--- config.mk ---
export PLATFORM = sky130hd
export DESIGN_NAME = safecp_port
export DESIGN_NICKNAME = d
export VERILOG_FILES = /design/src/verilog/safecp_sync.v /design/src/verilog/safecp_port.v
export VERILOG_INCLUDE_DIRS = /design/src /design/src/inc
export SDC_FILE = /design/constraint.sdc
export NUM_CORES = 1
export LEC_CHECK = 0
export BUFFER_PORTS_ARGS = -buffer_cell sky130_fd_sc_hd__buf_2
export CAP_MARGIN = 10
export CORE_UTILIZATION = 50
export DETAILED_ROUTE_END_ITERATION = 8
export PLACE_DENSITY = 0.68
export SYNTH_ARGS = -nofsm -noshare
export SYNTH_HDL_FRONTEND = slang
export SYNTH_SLANG_ARGS = --single-unit
export TNS_END_PERCENT = 50
--- constraint.sdc ---
create_clock -name mclk -period 2.84 [get_ports mclk]
set_input_delay 0.142 -clock mclk [delete_from_list [all_inputs] [get_ports mclk]]
set_output_delay 0.142 -clock mclk [all_outputs]
set_load 0.05 [all_outputs]
--- src/inc/safecp_consts.vh ---
// Purpose: Constants of the serial configuration port of the sensor front end.
// Assumes: Included by bare name from the design files.
// Notes: Register addresses, field positions, reset values and key bytes.
`ifndef SAFECP_CONSTS_VH
`define SAFECP_CONSTS_VH
`define SAFECP_ADDR_CONFIG 4'h0
`define SAFECP_ADDR_DAC 4'h1
`define SAFECP_ADDR_UNLOCK 4'hf
`define SAFECP_CONFIG_RESET 8'h00
`define SAFECP_DAC_RESET 8'h80
`define SAFECP_KEY_FIRST 8'hfe
`define SAFECP_KEY_SECOND 8'hed
`define SAFECP_INSTR_RW_BIT 7
`define SAFECP_INSTR_ADDR_HI 3
`define SAFECP_CFG_RSVD_BIT 7
`define SAFECP_CFG_PWR_HI 6
`define SAFECP_CFG_PWR_LO 5
`define SAFECP_CFG_FILT_BIT 4
`define SAFECP_CFG_BIAS_BIT 3
`define SAFECP_CFG_SECOND_STAGE_GAIN_HI 2
`define SAFECP_CFG_SECOND_STAGE_GAIN_LO 1
`define SAFECP_CFG_FIRST_STAGE_GAIN_BIT 0
`define SAFECP_BITS_PER_BYTE 4'h8
`define SAFECP_LAST_BIT 4'h7
`endif

--- src/verilog/safecp_sync.v ---
// Purpose: Three-stage synchroniser for the serial port pins.
// Assumes: Inputs are asynchronous to mclk.
// Notes: A level is accepted only when the second and third stages agree.
`timescale 1ns/1ns
`default_nettype none
module safecp_sync (
  // Clock and reset
  input wire mclk,
  input wire sys_rst,
  // Raw pin level, its reset level and its filtered copy
  input wire pin_in,
  input wire reset_level,
  output reg level_q
);
  reg s1_q;
  reg s2_q;
  reg s3_q;

  // The first stage feeds only the second, to keep metastability contained.
  always @(posedge mclk) begin
    if (sys_rst) begin
      s1_q <= reset_level;
      s2_q <= reset_level;
      s3_q <= reset_level;
      level_q <= reset_level;
    end else begin
      s1_q <= pin_in;
      s2_q <= s1_q;
      s3_q <= s2_q;
      if (s2_q == s3_q) begin
        level_q <= s3_q;
      end
    end
  end
endmodule
`default_nettype wire

--- src/verilog/safecp_port.v ---
// Purpose: Serial configuration port and register bank of a sensor front end.
// Assumes: mclk at 100 MHz, serial clock at most a few MHz, pins asynchronous.
// Notes: The serial clock is sampled; its edges are found in the mclk domain.
//   Settings change only on a complete write; select edges reset the engine alone.
// Functional notes
// - After reset only writes are accepted; readback stays locked until the key.
// - Releasing select aborts a transaction; partial bytes have no effect.
// - Asserting select returns the serial engine to idle, awaiting an instruction.
// - Select may stay low; transactions are framed by counting clock edges.
// - Each transaction is one instruction byte and one data byte, no bursts.
// - Unlocked reads drive register data only during the data byte.
// - Instruction bit 7 is read or write, bits 3:0 address, 6:4 zero.
// - Every register is eight bits at its own unique 4-bit address.
// - Config and DAC readable only when unlocked; unlock register write-only.
// - Config bits 6:5 set stage power, reset both off; bit 7 reads zero.
// - Config bit 4 routes stage one through the external filter when set.
// - Config bits 2:1 set second stage gain, bit 0 first stage gain.
// - DAC code resets to 0x80, giving zero output shift.
// - Writing 0xfe then 0xed to the unlock register enables readback.
// - Any other unlock register write returns the port to write-only.
// - Data line is sampled on the rising serial clock edge.
// - Read data driven from the ninth falling edge, released after last rise.
`timescale 1ns/1ns
`default_nettype none
`include "safecp_consts.vh"
module safecp_port (
  // Clock and reset
  input wire mclk,
  input wire sys_rst,
  // Serial pins
  input wire select_bar_line,
  input wire sclk,
  input wire sdio_in,
  output reg sdio_out,
  output reg sdio_oe,
  // Analog control outputs
  output reg [1:0] stage_power_q,
  output reg filter_route_bit,
  output reg bias_level_select,
  output reg [1:0] second_stage_gain,
  output reg first_stage_gain,
  output reg [7:0] offset_dac_code,
  output reg readback_unlocked
);
  // One-hot engine states.
  // ST_IGNORE is a spare code; if it is ever reached it falls back to ST_INSTR.
  localparam [2:0] ST_INSTR = 3'b001;
  localparam [2:0] ST_DATA = 3'b010;
  localparam [2:0] ST_IGNORE = 3'b100;

  // Synchronised pin copies; nothing below reads a raw pin.
  wire sel_n_s;
  wire sclk_s;
  wire sdio_s;
  // Edge history and serial engine state.
  reg sel_n_prev_q;
  reg sclk_prev_q;
  reg [2:0] state_q;
  reg [3:0] bit_cnt_q;
  reg [7:0] shift_q;
  reg [7:0] instr_q;
  // Register bank and read path.
  reg [7:0] config_q;
  reg [7:0] dac_q;
  reg key_half_q;
  reg unlock_q;
  reg [7:0] rd_shift_q;
  reg driving_q;

  // Register contents as seen by a read; bit 7 of config reads as zero.
  function [7:0] read_mux;
    input [3:0] addr;
    input [7:0] cfg;
    input [7:0] dac;
    begin
      if (addr == `SAFECP_ADDR_CONFIG) begin
        read_mux = cfg;
      end else if (addr == `SAFECP_ADDR_DAC) begin
        read_mux = dac;
      end else begin
        read_mux = 8'h00;
      end
    end
  endfunction

  // Readback gate. The unlock register never answers, so its key cannot be
  // fished back out of the port once written.
  function read_allowed;
    input [3:0] addr;
    input unlocked;
    begin
      read_allowed = unlocked && (addr != `SAFECP_ADDR_UNLOCK);
    end
  endfunction

  // Select idles high, so its stages reset high to avoid a false frame.
  safecp_sync u_sync_sel (
    .mclk(mclk),
    .sys_rst(sys_rst),
    .pin_in(select_bar_line),
    .reset_level(1'b1),
    .level_q(sel_n_s)
  );
  // The clock is parked high for reads, so a high reset level keeps edges quiet.
  safecp_sync u_sync_sclk (
    .mclk(mclk),
    .sys_rst(sys_rst),
    .pin_in(sclk),
    .reset_level(1'b1),
    .level_q(sclk_s)
  );
  // Data passes the same three stages as the clock, so the two stay aligned.
  safecp_sync u_sync_sdio (
    .mclk(mclk),
    .sys_rst(sys_rst),
    .pin_in(sdio_in),
    .reset_level(1'b0),
    .level_q(sdio_s)
  );

  // Edge and frame decode, all taken from the synchronised pin copies.
  // Each strobe below lasts exactly one mclk cycle.
  wire sclk_rise = sclk_s & ~sclk_prev_q;
  wire sclk_fall = ~sclk_s & sclk_prev_q;
  wire sel_fall = ~sel_n_s & sel_n_prev_q;
  // A frame is live while select is low now and was low a cycle ago as well.
  wire frame_live = ~sel_n_s & ~sel_fall;
  wire [7:0] byte_in = {shift_q[6:0], sdio_s};
  wire byte_done = (bit_cnt_q == `SAFECP_LAST_BIT);
  wire [3:0] instr_addr = instr_q[`SAFECP_INSTR_ADDR_HI:0];
  wire is_read = instr_q[`SAFECP_INSTR_RW_BIT];
  // The last data rise of a write is the only moment a setting may change.
  wire wr_fire = frame_live & sclk_rise & (state_q == ST_DATA) & byte_done & ~is_read;
  // The first fall inside a read's data byte may start the drive.
  // Starting on the fall, not the rise, puts the first bit ahead of the ninth rise.
  wire rd_start = frame_live & sclk_fall & (state_q == ST_DATA) & (bit_cnt_q == 4'h0) &
    is_read & ~driving_q;

  // Serial engine: edge history, bit counter and instruction capture.
  // It never touches the register bank, so an aborted frame leaves settings alone.
  always @(posedge mclk) begin
    if (sys_rst) begin
      sel_n_prev_q <= 1'b1;
      sclk_prev_q <= 1'b1;
      state_q <= ST_INSTR;
      bit_cnt_q <= 4'h0;
      shift_q <= 8'h00;
      instr_q <= 8'h00;
    end else begin
      sel_n_prev_q <= sel_n_s;
      sclk_prev_q <= sclk_s;
      if (sel_n_s) begin
        state_q <= ST_INSTR;
        bit_cnt_q <= 4'h0;
      end else if (sel_fall) begin
        state_q <= ST_INSTR;
        bit_cnt_q <= 4'h0;
      end else if (sclk_rise) begin
        shift_q <= byte_in;
        bit_cnt_q <= byte_done ? 4'h0 : bit_cnt_q + 4'h1;
        case (state_q)
          ST_INSTR: begin
            if (byte_done) begin
              instr_q <= byte_in;
              state_q <= ST_DATA;
            end
          end
          ST_DATA: begin
            if (byte_done) begin
              // one data byte then next instruction
              state_q <= ST_INSTR;
            end
          end
          ST_IGNORE: begin
            state_q <= ST_INSTR;
          end
          default: begin
            state_q <= ST_INSTR;
          end
        endcase
      end
    end
  end

  // Read path. The drive flag drops on any select edge as well as on the last data
  // rise, so a master that gives up mid-byte never meets a stuck driver.
  always @(posedge mclk) begin
    if (sys_rst) begin
      rd_shift_q <= 8'h00;
      driving_q <= 1'b0;
    end else if (~frame_live) begin
      driving_q <= 1'b0;
    end else if (rd_start) begin
      if (read_allowed(instr_addr, unlock_q)) begin
        driving_q <= 1'b1;
        rd_shift_q <= read_mux(instr_addr, config_q, dac_q);
      end
    end else if (sclk_rise && driving_q) begin
      rd_shift_q <= {rd_shift_q[6:0], 1'b0};
      if (byte_done) begin
        driving_q <= 1'b0;
      end
    end
  end

  // Register bank. Only the write strobe opens it, which costs a wider decode but
  // keeps every partial or refused frame away from the stored settings.
  always @(posedge mclk) begin
    if (sys_rst) begin
      config_q <= `SAFECP_CONFIG_RESET;
      dac_q <= `SAFECP_DAC_RESET;
      key_half_q <= 1'b0;
      unlock_q <= 1'b0;
    end else if (wr_fire) begin
      case (instr_addr)
        `SAFECP_ADDR_CONFIG: begin
          config_q <= {1'b0, byte_in[`SAFECP_CFG_PWR_HI:0]};
        end
        `SAFECP_ADDR_DAC: begin
          dac_q <= byte_in;
        end
        `SAFECP_ADDR_UNLOCK: begin
          if (key_half_q && byte_in == `SAFECP_KEY_SECOND) begin
            unlock_q <= 1'b1;
            key_half_q <= 1'b0;
          end else if (byte_in == `SAFECP_KEY_FIRST) begin
            unlock_q <= 1'b0;
            key_half_q <= 1'b1;
          end else begin
            unlock_q <= 1'b0;
            key_half_q <= 1'b0;
          end
        end
        default: begin
          // Other addresses are ignored and leave the key state as it was.
          key_half_q <= key_half_q;
        end
      endcase
    end
  end

  // Pin drivers. The enable also looks at select itself, so a released frame frees
  // the line in the same cycle that the read path drops its own flag.
  always @(posedge mclk) begin
    if (sys_rst) begin
      sdio_out <= 1'b0;
      sdio_oe <= 1'b0;
    end else begin
      sdio_oe <= driving_q & ~sel_n_s;
      sdio_out <= rd_shift_q[7];
    end
  end

  // Analog control registers, so every control line leaves a flip-flop.
  always @(posedge mclk) begin
    if (sys_rst) begin
      stage_power_q <= 2'b00;
      filter_route_bit <= 1'b0;
      bias_level_select <= 1'b0;
      second_stage_gain <= 2'b00;
      first_stage_gain <= 1'b0;
      offset_dac_code <= `SAFECP_DAC_RESET;
      readback_unlocked <= 1'b0;
    end else begin
      stage_power_q <= config_q[`SAFECP_CFG_PWR_HI:`SAFECP_CFG_PWR_LO];
      filter_route_bit <= config_q[`SAFECP_CFG_FILT_BIT];
      bias_level_select <= config_q[`SAFECP_CFG_BIAS_BIT];
      second_stage_gain <= config_q[`SAFECP_CFG_SECOND_STAGE_GAIN_HI:`SAFECP_CFG_SECOND_STAGE_GAIN_LO];
      first_stage_gain <= config_q[`SAFECP_CFG_FIRST_STAGE_GAIN_BIT];
      offset_dac_code <= dac_q;
      readback_unlocked <= unlock_q;
    end
  end
endmodule
`default_nettype wire

# Yosys cells after proc, flatten, opt, wreduce, memory -nomap -nowiden
# Index checks and enable logic that the tools add are counted.
# op_classes
mux,16
n_eq_ne,14
bitwise,21
n_reduce_logical,17
add_sub_neg,1
# op_table
cell,n
two-way mux 8 bit,5
"== test 8 bit, second input constant",2
AND 1 bit,14
AND reduction 3 bit,4
zero test 4 bit,2
two-way mux 1 bit,7
inverter 1 bit,7
two-way mux 3 bit,2
one-hot mux 3 bit (2 select lines),1
AND reduction 2 bit,3
AND reduction 5 bit,1
"adder 4 x 1 -> 4 bit, second input constant",1
"== test 4 x 1 -> 1 bit, second input constant",1
"== test 4 x 3 -> 1 bit, second input constant",1
"== test 4 bit, second input constant",1
two-way mux 4 bit,1
"inequality test 2 bit, second input constant",2
"inequality test 4 bit, second input constant",1
nonzero test 2 bit,2
== test 1 bit,3
"== test 3 x 1 -> 1 bit, second input constant",1
"== test 3 x 2 -> 1 bit, second input constant",1
logical AND 1 bit,3
OR reduction 3 bit,1
other kinds (2),2
# word_totals
out_inout_bits,18
input_bits,5
ff_bits,80

# Depth between registers and ports, before layout
# logic_depth
depth_word,11
depth_mapped,6
mapped_depth_nobuf,6

# Hierarchy
# A second synthesis with hierarchy kept.
# hier_totals
hier_cells,322
area_unflattened_um2,3010.4
# modules_own_cells
mod,area_per_inst_um2,cells_per_inst,n_inst,seq_area_each_um2
safecp_port,2571.2,277,1,1281.2
safecp_sync,146.4,15,3,90.1

# Worst setup path before layout
# No wires, ideal clock.
# synth_path
path_kind,reg2reg
startpoint,register bit_cnt_q[0]
endpoint,register rd_shift_q[1]
required_time_ns,2.770
path_slack_ns,1.147
path_stages_with_launch,7
period_less_slack_ns,1.693
setup_ns,0.070
path_buffers,0
t_arrival_ns,1.623
path_cell_list,dfxtp_1 -> inv_1 -> ha_1 -> and4bb_2 -> and4_1 -> nor3b_1 -> o2bb2ai_1
# synth_via
elab_chain_len,6
word_cells_on_any_way,8
classes_between,eq/ne (1); mux (1); bitwise (3); reduce/logical (3)
# synth_rtl
element,line,text
"start, declared",safecp_port.v:59,reg [3:0] bit_cnt_q;
"start signal, assigned",safecp_port.v:160,bit_cnt_q <= byte_done ? 4'h0 : bit_cnt_q + 4'h1;
zero test 4 bit *,safecp_port.v:136,wire rd_start = frame_live & sclk_fall & (state_q == ST_DATA) & (bit_cnt_q == 4'h0) &
AND 1 bit * (2 in a row),safecp_port.v:136,
AND 1 bit *,safecp_port.v:137,is_read & ~driving_q;
inequality test 2 x 1 -> 1 bit (no line) or nonzero test 2 bit (tied branches),n/a,
AND reduction 3 bit (no line),n/a,
"end signal, assigned",safecp_port.v:196,"rd_shift_q <= read_mux(instr_addr, config_q, dac_q);"
"end signal, assigned",safecp_port.v:199,"rd_shift_q <= {rd_shift_q[6:0], 1'b0};"
"end, declared",safecp_port.v:67,reg [7:0] rd_shift_q;
# Mark *: on every way between the ends. The rest lies on a longest branch, timed or not.
# A chain may end at the register's enable or synchronous reset.

# Final worst setup path
# layout_path
startpoint,register instr_q[0]
endpoint,register rd_shift_q[5]
# layout_via
elab_chain_len,5
word_cells_on_any_way,10
classes_between,eq/ne (3); mux (4); reduce/logical (3)
# layout_rtl
element,line,text
"start, declared",safecp_port.v:61,reg [7:0] instr_q;
"start signal, assigned",safecp_port.v:164,instr_q <= byte_in;
== test 4 x 1 -> 1 bit,n/a,
two-way mux 8 bit,safecp_port.v:78,end else if (addr == `SAFECP_ADDR_DAC) begin
two-way mux 8 bit,safecp_port.v:76,if (addr == `SAFECP_ADDR_CONFIG) begin
two-way mux 8 bit,safecp_port.v:194,"if (read_allowed(instr_addr, unlock_q)) begin"
two-way mux 8 bit,safecp_port.v:193,end else if (rd_start) begin
# Parallel ways exist; a longest one is shown, timed or not. The select of a mux whose other input is x is not followed.

==> key figures <==
Run status
  • Status: completed

Place
  • Post-DP HPWL: 3510 um
  • Port Buffers: 22
  • GPL Wtd Cong: 0.783
  • Dpl ws: 715 ps

Final layout
  • Final core occ: 0.597
  • Area grow syn2layout: 13.7%
  • Antenna cells: 0
  • Filler cells: 523
  • Layout cell share with drive strength beyond 1: 0.169
  • Nets: 333

STA
  • Setup ws final: 695 ps
  • Minimum clock period: 2140 ps
  • FMAX: 466 MHz
  • Hold Fails Final Rpt: 0
  • RSZ-0062 raised after global routing: false
  • Max Slew Vio Count: 0
  • Post-route clock period utilization: 0.755
  • Setup TNS Final: 0 ps
  • Slew HR: 0.436
  • Final setup vio count: 0
  • Clock Skew: 7.81 ps
  • Worst slew pin tran: 846 ps

Critical path
  • Startpoint types: register
  • Worst reg-to-reg setup slack: 700 ps
  • Crit path largest cell delay: 720 ps
  • Worst EP required: 3110 ps
  • Critical register-to-register path endpoint: rd_shift_q[5]$_SDFFE_PP0P_
  • CP endpoint kind: register
  • Setup CP Type: reg -> reg
  • Critical path's top delay family: simple AND/OR/NAND/NOR gates
  • R2R cell count: 4
  • Critical-path cell list: nand4_1 > and4_1 > nor3b_1 > o2bb2ai_1
  • Crit path buffers/inverters: 0
  • CP arrival: 2420 ps
  • CP max stage cell: dfxtp_1
  • Reg-to-Reg Start: instr_q[0]$_SDFFE_PP0P_
  • Worst path depth: 4
  • Maximum fanout along the worst path: 13

Synthesis
  • Post-Synthesis Cells: 299
  • Synthesized cell area: 2950 um^2
  • Yosys warnings: 0
  • Syn Nets: 306
  • Synth Flop Type: dfxtp_1
  • Post-synth EDFFs: 0
  • Post-synthesis area per instance: 9.85 um^2
  • Ys async rst share: 0
  • Distinct cells, synth: 36
  • #FFs+latches synth: 76
  • Register area share after synthesis: 0.516

Job
  • Max Cap Viol: 0

Global routing
  • Antenna violations before repair: 0
  • Grt ovf: 0
  • Largest net degree at the start of global routing: 59
  • Vias in the first global route: 1978
  • First-pass GRT wire length: 9260 um
  • GRT Resource Usage Total: 0.196

Clock tree
  • Clock transition at path regs: 70 ps
  • CTS tree: done
  • Clk Tree Root Cell: clkbuf_8
  • Clock Sinks: 76
  • Clock Latency Late Sink: 340 ps
  • H-tree depth: 3
  • CTS buffer count: 9
  • Post-CTS Setup Bufs: 0
  • Max clock buf depth: 2

Route
  • DR WL/cell: 13.3 um
  • Vias per Instance: 5.08
  • Post-DRT Antenna Nets: 0
  • Iter 0 DRT Violations: 92
  • Via count: 2048
  • Drt pass-1 iters: 4
  • DR DRC count: 0
  • Final wirelength: 5350 um

Worst hold path
  • Endpoint, Worst Hold: instr_q[0]$_SDFFE_PP0P_
  • Worst Hold Class: in -> reg
  • Hold Path Depth: 2
  • Hold wc startpoint: sys_rst

Floorplanning
  • Full die area: 6200 um^2
  • DIE HEIGHT: 78.8 um
  • FP Rows: 27
  • I/O pin count: 23
  • Initial Utilization: 0.525
  • Core Footprint: 5610 um^2
  • Die Wd: 78.8 um

Power
  • PD cells: 581 nW/um^2
  • Leakage: 1.42 nW
  • Max IR drop VDD: 0.000382 V
-- worst max-delay path by stage --
stage | endpoint | slack [ps] | startpoint
finish | rd_shift_q[5]$_SDFFE_PP0P_ | 700 | instr_q[0]$_SDFFE_PP0P_
global route | rd_shift_q[6]$_SDFFE_PP0P_ | 530 | instr_q[0]$_SDFFE_PP0P_
CTS | rd_shift_q[5]$_SDFFE_PP0P_ | 700 | instr_q[0]$_SDFFE_PP0P_
detailed placement | rd_shift_q[5]$_SDFFE_PP0P_ | 710 | instr_q[0]$_SDFFE_PP0P_
global placement | rd_shift_q[6]$_SDFFE_PP0P_ | 800 | instr_q[0]$_SDFFE_PP0P_
floorplan | rd_shift_q[1]$_SDFFE_PP0P_ | 1150 | bit_cnt_q[0]$_SDFFE_PP0N_
-- worst reg2reg max path: cells and delay by family (launching register included) --
kind            cells  cell delay (ps)
compound gates      1              180
flops               1              720
simple gates        3             1170
-- sequential cells by signal (all words and copies together) (netlist names), 2 cells and up --
register	cells
offset_dac_code	8
rd_shift_q	8
config_q	7
second_stage_gain	2
stage_power_q	2
dac_q	8
shift_q	7
state_q	2
bit_cnt_q	4
instr_q	5
-- synthesized netlist by cell type, types with 2 or more instances --
| master | number | area share |
|---|---|---|
| nand2b_1 | 21 | 0.045 |
| nor3_1 | 2 | 0.0034 |
| inv_1 | 21 | 0.027 |
| and4bb_2 | 2 | 0.0085 |
| or2_2 | 8 | 0.017 |
| and4_1 | 3 | 0.0089 |
| nand3_1 | 6 | 0.010 |
| o21bai_1 | 2 | 0.0051 |
| nand2_1 | 28 | 0.036 |
| nor4bb_1 | 2 | 0.0068 |
| nand4_1 | 6 | 0.013 |
| nor3b_1 | 3 | 0.0076 |
| nor2_1 | 23 | 0.029 |
| a21o_1 | 2 | 0.0051 |
| o21ai_0 | 4 | 0.0068 |
| dfxtp_1 | 76 | 0.52 |
| o2bb2ai_1 | 6 | 0.018 |
| ha_1 | 2 | 0.0085 |
| mux2i_1 | 32 | 0.11 |
| or3_1 | 3 | 0.0064 |
| a21oi_1 | 18 | 0.031 |
| nor2b_1 | 7 | 0.015 |
| clkbuf_1 | 9 | 0.011 |
-- report_power, final --
| group | switching, mW | leakage [nW] | internal, mW | total (mW) |
|---|---|---|---|---|
| clock | 0.378 | 0.102 | 0.451 | 0.829 |
| sequential | 0.00334 | 0.614 | 1.07 | 1.08 |
| combinational | 0.0213 | 0.706 | 0.0181 | 0.0394 |
| total | 0.403 | 1.42 | 1.54 | 1.95 |
-- layout make-up --
type	instances	area (um^2)	share of cell area
clock buffers	12	155	0.0463
clock inverters	4	47.5	0.0142
inverters	21	78.8	0.0235
multi-input cells	192	1310	0.391
flip-flops and latches	76	1520	0.454
well taps	72	90.1	0.0269
repair buffers	26	148	0.0441
-- placed cells by master, fill, tap and decap left out, types with 3 or more instances in the layout --
cell | Yosys | layout
buf_2 | 0 | 22
dfxtp_1 | 76 | 76
nand2_1 | 28 | 28
and4_1 | 3 | 3
a21oi_1 | 18 | 18
inv_1 | 21 | 21
or2_2 | 8 | 8
clkbuf_8 | 0 | 11
dlygate4sd3_1 | 0 | 3
nand4_1 | 6 | 6
mux2i_1 | 32 | 32
o21ai_0 | 4 | 4
nor2b_1 | 7 | 7
nor2_1 | 23 | 23
or3_1 | 3 | 3
nand3_1 | 6 | 6
nor3b_1 | 3 | 3
o2bb2ai_1 | 6 | 6
nand2b_1 | 21 | 21
-- kinds of logic (layout without fill, tap and decap cells) --
logic type,count (synthesis),in the layout,share of synthesized area
XOR/XNOR,2,2,0.00595
buffers and inverters,31,63,0.0395
multiplexers,33,33,0.113
AO/OA/AOI/OAI,33,33,0.0709
AND/OR/NAND/NOR,122,122,0.246
adder cells (fa/ha/maj),2,2,0.00849
flip-flops,76,76,0.516
-- layer usage --
layer	up-vias	track usage	routed length (um)
met2	36	0.296	2300
met4	0	0.119	114
li1	1058	-	-
met3	10	0.0356	159
met1	944	0.262	2770
met5	-	0	0
-- through the flow --
step	instances	hold slack, ps	power, mW	cell area, um^2
finish	403	399	1.95	3350
global route	403	428	2.01	3350
CTS	403	399	1.97	3350
detailed placement	384	330	1.14	3120
global placement	384	325	1.14	3120
floorplan	299	246	1.13	2950
-- repair_timing --
item | 4_1_cts | 5_1_grt
endpoints found under the hold margin | 3 | 0
gates resized for setup | 0 | 0
hold buffers | 3 | 0
Power figures use the tool's default switching activity.
